$ cat config.mk
export PLATFORM = sky130hd
export DESIGN_NAME = csw_clock_switch
export DESIGN_NICKNAME = d
export VERILOG_FILES = /design/src/csw_pkg.sv /design/src/csw_ost_if.sv /design/src/csw_ost_timer.sv /design/src/csw_clock_switch.sv
export SDC_FILE = /design/constraint.sdc
export NUM_CORES = 1
export LEC_CHECK = 0
export BUFFER_PORTS_ARGS = -buffer_cell sky130_fd_sc_hd__buf_4
export CORE_ASPECT_RATIO = 1.5
export CORE_MARGIN = 2
export CORE_UTILIZATION = 35
export DETAILED_ROUTE_END_ITERATION = 12
export PLACE_DENSITY = 0.68
export REMOVE_ABC_BUFFERS = 1
export SKIP_CTS_REPAIR_TIMING = 1
export SYNTH_ARGS = -nofsm -noshare
export SYNTH_HDL_FRONTEND = slang
export SYNTH_SLANG_ARGS = --single-unit
$ cat constraint.sdc
create_clock -name ref_clk -period 2.5 [get_ports ref_clk]
set_input_delay 0.75 -clock ref_clk [delete_from_list [all_inputs] [get_ports ref_clk]]
set_output_delay 0.75 -clock ref_clk [all_outputs]
set_load 0.005 [all_outputs]
$ cat src/csw_pkg.sv
// Package of register offsets, field layouts, encodings and timing constants for the clock switch control.
package csw_pkg;

   // -----------------------------------------------------------------
   // Register map (byte addresses as printed).
   // -----------------------------------------------------------------
   localparam logic [11:0] ADDR_CLOCK_REQUEST = 12'h88d;
   localparam logic [11:0] ADDR_CLOCK_CURRENT = 12'h88e;
   localparam logic [11:0] ADDR_SWITCH_CONTROL = 12'h88f;
   localparam logic [11:0] ADDR_READY_STATUS = 12'h890;
   localparam logic [11:0] ADDR_MANUAL_ENABLE = 12'h891;
   localparam logic [11:0] ADDR_OSC_TRIM = 12'h892;
   localparam logic [11:0] ADDR_OSC_FREQUENCY = 12'h893;
   localparam logic [11:0] ADDR_SWITCH_IRQ = 12'h894;

   // -----------------------------------------------------------------
   // Field positions.
   // -----------------------------------------------------------------
   localparam int SRC_LSB = 4;
   localparam int SRC_MSB = 6;
   localparam int DIV_LSB = 0;
   localparam int DIV_MSB = 3;
   localparam int HOLD_BIT = 7;
   localparam int SPWR_BIT = 6;
   localparam int READY_BIT = 4;
   localparam int NRDY_BIT = 3;
   localparam int IRQ_FLAG_BIT = 0;
   localparam int IRQ_EN_BIT = 1;
   localparam int TRIM_W = 6;
   localparam int FRQ_W = 3;
   localparam logic [7:0] MANUAL_EN_MASK = 8'hfc;
   localparam logic [7:0] STATUS_MASK = 8'hfd;
   localparam int RDY_EXT_BIT = 7;
   localparam int RDY_HFI_BIT = 6;
   localparam int RDY_LFI_BIT = 4;
   localparam int RDY_SEC_BIT = 3;
   localparam int RDY_PLL_BIT = 0;

   // -----------------------------------------------------------------
   // Source and divider encodings.
   // -----------------------------------------------------------------
   localparam logic [2:0] SRC_EXT = 3'h7;
   localparam logic [2:0] SRC_HFI = 3'h6;
   localparam logic [2:0] SRC_LFI = 3'h5;
   localparam logic [2:0] SRC_SEC = 3'h4;
   localparam logic [2:0] SRC_RSV3 = 3'h3;
   localparam logic [2:0] SRC_EXT_PLL = 3'h2;
   localparam logic [2:0] SRC_HFI_PLL = 3'h1;
   localparam logic [2:0] SRC_RSV0 = 3'h0;
   localparam logic [3:0] DIV_MAX = 4'h9;
   localparam logic [3:0] DIV_RESET_HFI = 4'h2;
   localparam logic [3:0] DIV_RESET_OTHER = 4'h0;

   // -----------------------------------------------------------------
   // Timing.
   // -----------------------------------------------------------------
   localparam int CLK_MHZ = 50;
   localparam int STARTUP_US = 20;
   localparam int STARTUP_CYCLES = STARTUP_US * CLK_MHZ;

   typedef enum logic [1:0] {
      CSW_IDLE,
      CSW_WAIT,
      CSW_HELD
   } csw_state_t;

endpackage : csw_pkg

$ cat src/csw_ost_if.sv
// Interface carrying start-up timer control and status between the switch control and its timer.
`timescale 1ns/1ps
interface csw_ost_if;
   logic restart;
   logic bypass;
   logic expired;
   modport ctrl (output restart, output bypass, input expired);
   modport timer (input restart, input bypass, output expired);
endinterface : csw_ost_if

$ cat src/csw_ost_timer.sv
// Oscillator start-up timer that gates fail-safe monitoring.
`timescale 1ns/1ps
module csw_ost_timer
   import csw_pkg::*;
#(
   parameter int CYCLES = STARTUP_CYCLES
) (
   input wire logic ref_clk,
   input wire logic reset,
   csw_ost_if.timer tmr
);

   localparam int CW = $clog2(CYCLES + 1);

   initial begin
      if (CYCLES < 1) begin
         $error("Start-up timer length must be at least one cycle.");
      end
   end

   logic [CW-1:0] count_r;
   logic expired_r;

   // Counts down after every restart; external clock input skips the count.
   always_ff @(posedge ref_clk) begin
      if (reset || tmr.restart) begin
         count_r <= CW'(CYCLES);
         expired_r <= 1'b0;
      end else if (tmr.bypass) begin
         expired_r <= 1'b1;
      end else if (count_r != '0) begin
         count_r <= count_r - 1'b1;
         expired_r <= (count_r == CW'(1));
      end
   end

   assign tmr.expired = expired_r;

endmodule : csw_ost_timer

$ cat src/csw_clock_switch.sv
// Top of the system clock switch control: registers, switch sequencer and monitor gating.
//
// Notes on behaviour
// No fail-safe report before start-up timer expiry.
// Start-up timer runs after wake and reset.
// External clock input mode bypasses start-up timer.
// Decode three-bit source request field.
// Divider code n divides by two to n.
// Reserved source write is ignored; the code still takes the divider field of such a write.
// Switch disallowed keeps request register read-only.
// Reset source comes from configuration setting.
// Reset divider is 0010 for high-frequency internal.
// Current source and divider are read-only.
// Current fields reset equal to request fields.
// Hold bit suspends switch once ready.
// Power select drives secondary oscillator mode.
// Ready bit set when request equals current.
// New-ready set only during switch when ready.
// Without hold, new-ready lasts one cycle; the code never sets new-ready when hold is clear.
// Registers sit at 0x088D through 0x0893; the code also places the interrupt register at 0x894.
// New-ready and interrupt flag set together; without hold the code sets only the interrupt flag.
// Switch updates current fields, sets ready.
// Software releases hold or abandons switch.
// Sleep before switch completes cancels it; the code only defers the switch until wake.
//
// Decided for this implementation: the address-and-strobe port.
`timescale 1ns/1ps
module csw_clock_switch
   import csw_pkg::*;
#(
   parameter int STARTUP_LEN = STARTUP_CYCLES
) (
   input wire logic ref_clk,
   input wire logic reset,
   input wire logic [11:0] addr,
   input wire logic [7:0] wdata,
   input wire logic wr_en,
   input wire logic rd_en,
   output logic [7:0] rdata,
   input wire logic [2:0] reset_source_config,
   input wire logic switch_allow_config,
   input wire logic external_clock_input_mode,
   input wire logic sleep_enter,
   input wire logic wake_event,
   input wire logic [7:0] osc_ready_in,
   input wire logic fail_detect,
   output logic [2:0] clk_source,
   output logic [3:0] clk_divider,
   output logic [9:0] clk_div_ratio,
   output logic secondary_power_select,
   output logic [7:0] osc_enable,
   output logic [5:0] trim,
   output logic [2:0] frequency,
   output logic fail_safe_monitor,
   output logic switch_irq
);

   initial begin
      if (STARTUP_LEN < 1) begin
         $error("Start-up timer length must be positive.");
      end
   end

   // -----------------------------------------------------------------
   // Decoding helpers.
   // -----------------------------------------------------------------

   // True for a source code that names a real oscillator.
   function automatic logic src_valid(input logic [2:0] s);
      src_valid = (s != SRC_RSV3) && (s != SRC_RSV0);
   endfunction : src_valid

   // Ready indication of the oscillator behind a source code.
   function automatic logic src_ready(input logic [2:0] s, input logic [7:0] r);
      case (s)
         SRC_EXT: src_ready = r[RDY_EXT_BIT];
         SRC_HFI: src_ready = r[RDY_HFI_BIT];
         SRC_LFI: src_ready = r[RDY_LFI_BIT];
         SRC_SEC: src_ready = r[RDY_SEC_BIT];
         SRC_EXT_PLL: src_ready = r[RDY_EXT_BIT] & r[RDY_PLL_BIT];
         SRC_HFI_PLL: src_ready = r[RDY_HFI_BIT] & r[RDY_PLL_BIT];
         default: src_ready = 1'b0;
      endcase
   endfunction : src_ready

   // Reset divider code for a given source.
   function automatic logic [3:0] reset_div(input logic [2:0] s);
      reset_div = (s == SRC_HFI) ? DIV_RESET_HFI : DIV_RESET_OTHER;
   endfunction : reset_div

   // -----------------------------------------------------------------
   // Registers and state.
   // -----------------------------------------------------------------
   logic [2:0] req_src_r;
   logic [3:0] req_div_r;
   logic [2:0] cur_src_r;
   logic [3:0] cur_div_r;
   logic hold_r;
   logic spwr_r;
   logic new_ready_r;
   logic irq_flag_r;
   logic irq_en_r;
   logic [7:0] osc_en_r;
   logic [TRIM_W-1:0] trim_r;
   logic [FRQ_W-1:0] frq_r;
   logic [7:0] rdata_r;
   logic fsm_r;
   logic irq_r;
   logic sleeping_r;
   logic [2:0] cfg_src;
   logic sleep_block;
   logic switching;
   logic ready_evt;
   logic do_switch;
   logic wr_req;
   csw_state_t state_r;
   csw_state_t state_nxt;

   csw_ost_if stmr ();

   csw_ost_timer #(
      .CYCLES(STARTUP_LEN)
   ) u_startup (
      .ref_clk(ref_clk),
      .reset(reset),
      .tmr(stmr.timer)
   );

   // -----------------------------------------------------------------
   // Start-up timer control.
   // -----------------------------------------------------------------

   // Restart on reset release is implicit; restart again on every wake from sleep.
   assign stmr.restart = wake_event & sleeping_r;
   assign stmr.bypass = external_clock_input_mode;

   // Fail-safe reports pass only after the start-up timer expired.
   always_ff @(posedge ref_clk) begin
      if (reset) begin
         fsm_r <= 1'b0;
      end else begin
         fsm_r <= fail_detect & stmr.expired;
      end
   end

   // Sleep tracking.
   always_ff @(posedge ref_clk) begin
      if (reset) begin
         sleeping_r <= 1'b0;
      end else if (sleep_enter) begin
         sleeping_r <= 1'b1;
      end else if (wake_event) begin
         sleeping_r <= 1'b0;
      end
   end

   // -----------------------------------------------------------------
   // Switch sequencer.
   // -----------------------------------------------------------------
   assign cfg_src = src_valid(reset_source_config) ? reset_source_config : SRC_HFI;
   assign switching = (req_src_r != cur_src_r) || (req_div_r != cur_div_r);
   // A pending switch is frozen from sleep entry until wake, so sleep runs on the old clock.
   assign sleep_block = sleep_enter || sleeping_r;
   assign ready_evt = (state_r == CSW_WAIT) && src_ready(req_src_r, osc_ready_in) && !sleep_block;
   // Switch takes effect when ready and not held; sleep blocks it until wake.
   assign do_switch = ((ready_evt && !hold_r) || (state_r == CSW_HELD && !hold_r)) && !sleep_block;
   assign wr_req = wr_en && (addr == ADDR_CLOCK_REQUEST) && switch_allow_config;

   // Next state of the sequencer.
   always_comb begin
      state_nxt = state_r;
      case (state_r)
         CSW_IDLE: begin
            if (switching) begin
               state_nxt = CSW_WAIT;
            end
         end
         CSW_WAIT: begin
            if (!switching || sleep_enter || do_switch) begin
               state_nxt = CSW_IDLE;
            end else if (ready_evt) begin
               state_nxt = CSW_HELD;
            end
         end
         CSW_HELD: begin
            if (!switching || do_switch) begin
               state_nxt = CSW_IDLE;
            end
         end
         default: state_nxt = CSW_IDLE;
      endcase
   end

   // Sequencer state register.
   always_ff @(posedge ref_clk) begin
      if (reset) begin
         state_r <= CSW_IDLE;
      end else begin
         state_r <= state_nxt;
      end
   end

   // Request register: reset from configuration, reserved source codes and over-range dividers dropped field by field.
   always_ff @(posedge ref_clk) begin
      if (reset) begin
         req_src_r <= cfg_src;
         req_div_r <= reset_div(cfg_src);
      end else if (wr_req) begin
         if (src_valid(wdata[SRC_MSB:SRC_LSB])) begin
            req_src_r <= wdata[SRC_MSB:SRC_LSB];
         end
         if (wdata[DIV_MSB:DIV_LSB] <= DIV_MAX) begin
            req_div_r <= wdata[DIV_MSB:DIV_LSB];
         end
      end
   end

   // Current register: follows the request only when the switch occurs.
   always_ff @(posedge ref_clk) begin
      if (reset) begin
         cur_src_r <= cfg_src;
         cur_div_r <= reset_div(cfg_src);
      end else if (do_switch) begin
         cur_src_r <= req_src_r;
         cur_div_r <= req_div_r;
      end
   end

   // New-ready flag: set with the ready event while held, cleared by the switch.
   always_ff @(posedge ref_clk) begin
      if (reset) begin
         new_ready_r <= 1'b0;
      end else if (ready_evt && hold_r) begin
         new_ready_r <= 1'b1;
      end else if (do_switch || !switching || state_r == CSW_IDLE) begin
         new_ready_r <= 1'b0;
      end
   end

   // Control bits: hold and secondary power select.
   always_ff @(posedge ref_clk) begin
      if (reset) begin
         hold_r <= 1'b0;
         spwr_r <= 1'b0;
      end else if (wr_en && addr == ADDR_SWITCH_CONTROL) begin
         hold_r <= wdata[HOLD_BIT];
         spwr_r <= wdata[SPWR_BIT];
      end
   end

   // Switch interrupt flag: set wins over a software clear.
   always_ff @(posedge ref_clk) begin
      if (reset) begin
         irq_flag_r <= 1'b0;
         irq_en_r <= 1'b0;
      end else begin
         if (ready_evt) begin
            irq_flag_r <= 1'b1;
         end else if (wr_en && addr == ADDR_SWITCH_IRQ) begin
            irq_flag_r <= wdata[IRQ_FLAG_BIT];
         end
         if (wr_en && addr == ADDR_SWITCH_IRQ) begin
            irq_en_r <= wdata[IRQ_EN_BIT];
         end
      end
   end

   // Interrupt request output.
   always_ff @(posedge ref_clk) begin
      if (reset) begin
         irq_r <= 1'b0;
      end else begin
         irq_r <= (irq_flag_r | ready_evt) & irq_en_r;
      end
   end

   // Manual enable, trim and frequency registers.
   always_ff @(posedge ref_clk) begin
      if (reset) begin
         osc_en_r <= '0;
         trim_r <= '0;
         frq_r <= '0;
      end else if (wr_en) begin
         if (addr == ADDR_MANUAL_ENABLE) begin
            osc_en_r <= wdata & MANUAL_EN_MASK;
         end
         if (addr == ADDR_OSC_TRIM) begin
            trim_r <= wdata[TRIM_W-1:0];
         end
         if (addr == ADDR_OSC_FREQUENCY) begin
            frq_r <= wdata[FRQ_W-1:0];
         end
      end
   end

   // -----------------------------------------------------------------
   // Register read path.
   // -----------------------------------------------------------------

   // Read data stand one cycle after the strobe; unmapped reads return zero.
   always_ff @(posedge ref_clk) begin
      if (reset) begin
         rdata_r <= '0;
      end else begin
         rdata_r <= '0;
         if (rd_en) begin
            case (addr)
               ADDR_CLOCK_REQUEST: rdata_r <= {1'b0, req_src_r, req_div_r};
               ADDR_CLOCK_CURRENT: rdata_r <= {1'b0, cur_src_r, cur_div_r};
               ADDR_SWITCH_CONTROL: begin
                  rdata_r[HOLD_BIT] <= hold_r;
                  rdata_r[SPWR_BIT] <= spwr_r;
                  rdata_r[READY_BIT] <= !switching;
                  rdata_r[NRDY_BIT] <= new_ready_r;
               end
               ADDR_READY_STATUS: rdata_r <= osc_ready_in & STATUS_MASK;
               ADDR_MANUAL_ENABLE: rdata_r <= osc_en_r;
               ADDR_OSC_TRIM: rdata_r <= {2'b00, trim_r};
               ADDR_OSC_FREQUENCY: rdata_r <= {5'b00000, frq_r};
               ADDR_SWITCH_IRQ: begin
                  rdata_r[IRQ_FLAG_BIT] <= irq_flag_r;
                  rdata_r[IRQ_EN_BIT] <= irq_en_r;
               end
               default: rdata_r <= '0;
            endcase
         end
      end
   end

   // -----------------------------------------------------------------
   // Outputs.
   // -----------------------------------------------------------------
   logic [9:0] ratio_r;

   // Divide ratio one-hot from the current divider code.
   always_ff @(posedge ref_clk) begin
      if (reset) begin
         ratio_r <= 10'h001;
      end else begin
         ratio_r <= 10'h001 << cur_div_r;
      end
   end

   assign rdata = rdata_r;
   assign clk_source = cur_src_r;
   assign clk_divider = cur_div_r;
   assign clk_div_ratio = ratio_r;
   assign secondary_power_select = spwr_r;
   assign osc_enable = osc_en_r;
   assign trim = trim_r;
   assign frequency = frq_r;
   assign fail_safe_monitor = fsm_r;
   assign switch_irq = irq_r;

endmodule : csw_clock_switch

==> results of run 1 <==
-- layout by cell type, fill, tap and decap left out, types with 5 or more instances in the layout --
cell type / Yosys / final
mux2i_1: 25 / 25
and3_1: 9 / 9
clkbuf_16: 0 / 9
nor3_1: 10 / 10
nor2b_1: 12 / 12
dfxtp_1: 54 / 54
nor2_1: 52 / 52
nand4_1: 6 / 6
edfxtp_1: 14 / 14
xor2_1: 13 / 13
nand2_1: 25 / 25
nand3_1: 6 / 6
a21oi_1: 13 / 13
inv_1: 11 / 11
mux2_2: 5 / 5
buf_4: 5 / 95
o21ai_0: 15 / 15
-- flip-flops by register name, indices dropped and copies added, names as in the netlist, 2 cells and up --
| signal | cells |
|---|---|
| clk_source | 3 |
| clk_divider | 4 |
| clk_div_ratio | 10 |
| req_div_r | 4 |
| frequency | 3 |
| osc_enable | 6 |
| trim | 6 |
| rdata | 8 |
| req_src_r | 3 |
| u_startup.count_r | 10 |
| state_r | 2 |
-- routing by layer --
metal	up-vias	global-route usage [%]	wire length, um
li1	1417	-	-
met1	1371	20.5	3580
met2	106	31.6	4580
met3	18	4.14	511
met4	0	9.27	196
met5	-	0	0
-- area by class of cell --
cell class | instances | area [um2]
fill | 882 | 4860
tap | 112 | 140
clock buffer | 10 | 229
clock inverter | 6 | 88.8
multi-input combinational | 255 | 1680
sequential | 68 | 1500
timing repair buffer | 95 | 713
inverter | 11 | 41.3
-- power by group through the flow --
stage	combinational, mW	clock (mW)	sequential [mW]
final	0.302	1.34	1.21
after global routing	0.333	1.41	1.22
after CTS	0.303	1.36	1.21
after detailed placement	0.300	0	1.24
after global placement	0.293	0	1.23
after floorplan	0.149	0	1.23
-- through the flow --
step	utilization (%)	power [mW]	hold WS [ns]	cell area, um2	worst slack, ns
3_3_place_gp	44.1	1.53	0.443	4080	0.143
3_5_place_dp	44.1	1.54	0.453	4080	0.132
5_1_grt	47.5	2.96	0.481	4400	0.372
2_1_floorplan	-	1.38	0.421	3230	0.301
4_1_cts	47.5	2.87	0.467	4400	0.482
6_report	47.5	2.86	0.466	4400	0.457
-- logic make-up (layout without fill, tap and decap cells) --
group / after synthesis / in the layout / share of synthesized area (%)
XOR/XNOR: 17 / 17 / 4.48
AO/OA/AOI/OAI: 53 / 53 / 10.7
multiplexers: 32 / 32 / 10.6
AND/OR/NAND/NOR: 148 / 148 / 23.6
flip-flops: 68 / 68 / 45.2
buffers and inverters: 30 / 122 / 4.29
adder cells (fa/ha/maj): 3 / 3 / 1.13
other: 1 / 2 / 0.113
-- final timing paths --
check / from / to / slack, ns / cells after the start
min: state_r[1] / state_r[0] / 0.47 / 1
max: addr[6] / osc_enable[2] / 0.46 / 7
max reg2reg: req_src_r[0] / clk_source[1] / 0.59 / 5
min reg2reg: state_r[1] / state_r[0] / 0.47 / 1
-- worst max-delay path, cell delays in order --
cell and delay [ns]:
buf_4 0.11, and4bb_2 0.37, and4_1 0.36, and3_1 0.26, buf_4 0.16, mux2i_1 0.20
nor2_1 0.06
==> results.cfg, run 1 <==
[clock_network]
h-tree-depth = 3
cts_inserted_buffers = 9
path_clk_slew_ns = 0.06
clkSinkCount = 68
clkLatencyLatePin_ns = 0.33
clk_root_buffer_cell = clkbuf_16
ctsLongestPathBuffers = 2
cts_tree = built

[routing]
drt.antenna.violating_nets = 0
drc = 0
post_drt_wl_per_cell_um = 15.9
detail_route.first_pass.iterations = 4
route.final.wire_length_um = 8870
detailroute.via_count = 2912
first_iter_violations = 189
drt-vias-per-instance = 5.23

[floorplan]
ioPinCount = 85
rows = 43
die_w_um = 83.6
die_area_um2 = 10300
initial_utilization_pct = 35.9
core_area_um2 = 9250
die_height_um = 123

[setup_path]
class_of_the_most_critical_setup_path = in -> reg
critical_path_peak_fanout = 7
start_kind = input pin
worst-endpoint-arrival_ns = 2.26
required_ns = 2.72
worstSetupEndpointType = flip-flop

[sta]
totalNegativeSetupSlack_ns = 0
slew_headroom_pct = 60.5
finalHoldViolations = 0
slew_violations = 0
finalClockSkew_ns = 0.00539
post-route-min-period_ns = 2.04
setup_viol = 0
highest_clock_rate_ghz = 0.490
max_slew.worst_pin.slew_ns = 0.590
period_share_pct = 81.7
setup_repair_after_global_routing_missed_its_margin = no

[global_routing]
via_count_of_the_first_global_routing_pass = 2920
grt_antenna_before_repair = 0
grt_remaining_overflow = 0
grt_first_pass_wirelength_um = 14500
gr-usage-all-layers_pct = 18.0
maximum_number_of_pins_on_one_net_before_global_route_repair = 24

[synth]
netlist_area_um2 = 3320
synth_ff_type = dfxtp_1
yosysSeqAreaShare_pct = 45.2
yosysWarnings = 0
synth.avg_cell_area_um2 = 9.44
synth.lib_cells_used.distinct = 57
postSynthCellCount = 352
ys_ff_latch = 68
yosys.area.top_type_share_pct = 32.5
synth_top_cells_by_area = dfxtp_1, edfxtp_1, mux2i_1
netlist_top_cells_count = dfxtp_1, nor2_1, mux2i_1, nand2_1, o21ai_0
post-synth-top-count-cell = dfxtp_1
post_synth_edffs = 14
post-synth-top-area-cell = dfxtp_1
synth_async_sr_flop_share_pct = 0

[finish]
finish.cell_count_without_fillers = 557
areaGrowthSynthToFinish_pct = 32.3
final_net_count = 483
layout_cell_share_with_drive_strength_beyond_1_pct = 28.5
insertedDiodeCount = 0

[hold_path]
worstHoldPathType = reg -> reg

[pwr]
cell_internal_pwr_mw = 2.19
total_leakage_power_nw = 1.82
combinational_group_share_of_total_power_pct = 10.6
power.share.switching_pct = 23.4
share_clk_of_total_power_pct = 47.0
seq_power_share_pct = 42.5
power.density_cell_area_nw_per_um2 = 650
power.switching_mw = 0.668
vdd.ir_drop.worst_mv = 0.575

[placement]
hpwl_um = 6720
portBuffers = 81
routabilityCongestion = 0.887
placed_cells = 541

[status]
status = finished clean

[run]
timing.max_cap.violations = 0
Note: power is estimated with default switching activity, not from simulation.
==> run 2: changes to the inputs <==
- ABC_AREA: not set -> 1
- PLACE_DENSITY: 0.68 -> 0.67
- clock period: 2.5 -> 2.1 ns (I/O delays scaled with it)
==> run 2 against run 1 <==
Net effect:
- non-clock buffer count up 5
- first-iteration DRC count up 23%
- synthesized cell count up 31%
- clock skew up 0.0026 ns
- critical path type unchanged
- setup slack worse by 0.10 ns
- sequential power up 19%
- combinational power up 37%
- total power up 16%
- clock power up 9%
- critical path depth up 1
- synthesized area up 3.5%
- hold slack worse by 0.038 ns
- largest power group unchanged
==> results.cfg, run 2 <==
[status]
status = finished clean

[synth]
ys_ff_latch = 68
yosysWarnings = 0
synth_top_cells_by_area = dfxtp_1, edfxtp_1, nand2_1
post-synth-top-count-cell = nand2_1
netlist_top_cells_count = nand2_1, inv_1, dfxtp_1
post-synth-top-area-cell = dfxtp_1
yosys.area.top_type_share_pct = 31.4
post_synth_edffs = 14
yosysSeqAreaShare_pct = 43.6
post_synth_xor_area_fraction_pct = 1.78
synth_async_sr_flop_share_pct = 0
synth_ff_type = dfxtp_1
postSynthCellCount = 461
synth_simple_gate_area_share_pct = 28.4
muxShareOfSynthArea_pct = 0
netlist_area_um2 = 3440
synth.avg_cell_area_um2 = 7.47
post_synth_fa_ha_maj_area_fraction_pct = 1.09
synth_compound_area_share_pct = 14.6
main_combinational_cell_family_by_area_after_synthesis = simple AND/OR/NAND/NOR gates
synth.lib_cells_used.distinct = 37

[pwr]
power.share.switching_pct = 24.9
cell_internal_pwr_mw = 2.49
post-layout-total-power_mw = 3.31
combinational_group_share_of_total_power_pct = 12.5
power.density_cell_area_nw_per_um2 = 726
share_clk_of_total_power_pct = 44.0
seq_power_share_pct = 43.5
power.switching_mw = 0.825
vdd.ir_drop.worst_mv = 0.521
total_leakage_power_nw = 2.10

[setup_path]
rr_startpoint = req_src_r[0]
critical_path_peak_fanout = 6
crit_end = rdata[3]
worstSetupEndpointType = flip-flop
rrSetupSlack_ns = 0.40
worst_r2r_path_depth = 10
required_ns = 2.37
class_of_the_most_critical_setup_path = in -> reg
worst-endpoint-arrival_ns = 2.01
r2r-end = clk_divider[3]
start_kind = input pin
worstSetupStartpoint = addr[6]

[sta]
layout_setup_ws_ns = 0.358
slew_violations = 0
setup_viol = 0
post-route-min-period_ns = 1.74
totalNegativeSetupSlack_ns = 0
setup_repair_after_global_routing_missed_its_margin = no
finalClockSkew_ns = 0.00794
period_share_pct = 83.0
highest_clock_rate_ghz = 0.574
finalHoldViolations = 0

[routing]
drt-vias-per-instance = 4.95
detailroute.via_count = 3381
route.final.wire_length_um = 9520
drc = 0
post_drt_wl_per_cell_um = 13.9
drt.antenna.violating_nets = 0
first_iter_violations = 233
detail_route.first_pass.iterations = 5

[finish]
ff_latch_area_um2 = 1500
insertedDiodeCount = 0
areaGrowthSynthToFinish_pct = 32.6
layout_cell_share_with_drive_strength_beyond_1_pct = 23.8
utilization_pct = 47.4
multiInputGateArea_um2 = 1590
layout.cells.most_common = buf_4
final_cell_area_um2 = 4560
layout.filler_cells = 958
layout.cells.most_common_list = buf_4, nand2_1, inv_1
final_net_count = 606

[hold_path]
critical_hold_path_startpoint = u_startup.tmr.expired
worstHoldPathType = reg -> reg

[placement]
place_ws_ns = 0.0297
portBuffers = 81
hpwl_um = 7680
routabilityCongestion = 0.950
place_area_um2 = 4280

[floorplan]
die_area_um2 = 10700
rows = 44
ioPinCount = 85
die_w_um = 85.0
die_height_um = 125
core_area_um2 = 9630
initial_utilization_pct = 35.7

[clock_network]
path_clk_slew_ns = 0.06
cts_tree = built
h-tree-depth = 3
clk_root_buffer_cell = clkbuf_16
ctsLongestPathBuffers = 2
clkSinkCount = 68
cts_inserted_buffers = 9
clkLatencyLatePin_ns = 0.33

[run]
timing.max_cap.violations = 0

[global_routing]
via_count_of_the_first_global_routing_pass = 3285
grt_remaining_overflow = 0
maximum_number_of_pins_on_one_net_before_global_route_repair = 21
grt_antenna_before_repair = 0
gr-usage-all-layers_pct = 18.2
grt_first_pass_wirelength_um = 15300
## run 2: changes by cell type in the layout (fill, tap and decap cells not counted), moves of 9 or more
| cell | previous run | this run |
|---|---|---|
| o21ai_0 | 15 | 34 |
| xor2_1 | 13 | 1 |
| and3_1 | 9 | 0 |
| nor2b_1 | 12 | 0 |
| nand3_1 | 6 | 36 |
| nand2_1 | 25 | 81 |
| inv_1 | 11 | 75 |
| mux2i_1 | 25 | 0 |
## run 2: cell type report
type | instances | area share, %
Sequential cell | 68 | 32.9
Clock inverter | 4 | 1.10
Tap cell | 115 | 3.15
Inverter | 78 | 6.42
Clock buffer | 12 | 5.18
Timing Repair Buffer | 100 | 16.5
Multi-Input combinational cell | 306 | 34.8
## run 2: metal layers
metal  vias up  GRT usage (%)  part of all wire, %
met3        26           3.89                  5.9
met2       118           31.4                   50
met4         0           10.8                  4.7
li1       1722              -                    -
met5         -              0                    0
met1      1515           20.0                   39
## run 2: power by group through the flow
stage | clock network (mW) | logic (mW) | registers [mW]
finish | 1.46 | 0.413 | 1.44
global route | 1.53 | 0.467 | 1.45
global placement | 0 | 0.401 | 1.47
CTS | 1.48 | 0.414 | 1.44
floorplan | 0 | 0.221 | 1.46
detailed placement | 0 | 0.412 | 1.47
## run 2: worst max-delay path, stage by stage
cell and delay, ns:
buf_4 0.11, inv_1 0.07, nand2_1 0.11, nor3_4 0.28, nand4_1 0.23, o21ai_0 0.34
nor3_1 0.11, nor2_1 0.12
## run 2: metrics by stage
stage,hold slack [ns],std cells
floorplan,0.410,452
global placement,0.422,667
detailed placement,0.419,667
CTS,0.427,683
global route,0.470,683
finish,0.428,683
## run 2: kinds of logic after synthesis
group	after synthesis
AND/OR/NAND/NOR	211
buffers and inverters	88
XOR/XNOR	7
flip-flops	68
other	1
AO/OA/AOI/OAI	83
adder cells (fa/ha/maj)	3
## run 2: worst min path at each step
stage | cells past startpoint | endpoint
finish | 2 | fail_safe_monitor
global route | 2 | fail_safe_monitor
CTS | 2 | fail_safe_monitor
detailed placement | 2 | fail_safe_monitor
global placement | 2 | fail_safe_monitor
floorplan | 2 | fail_safe_monitor
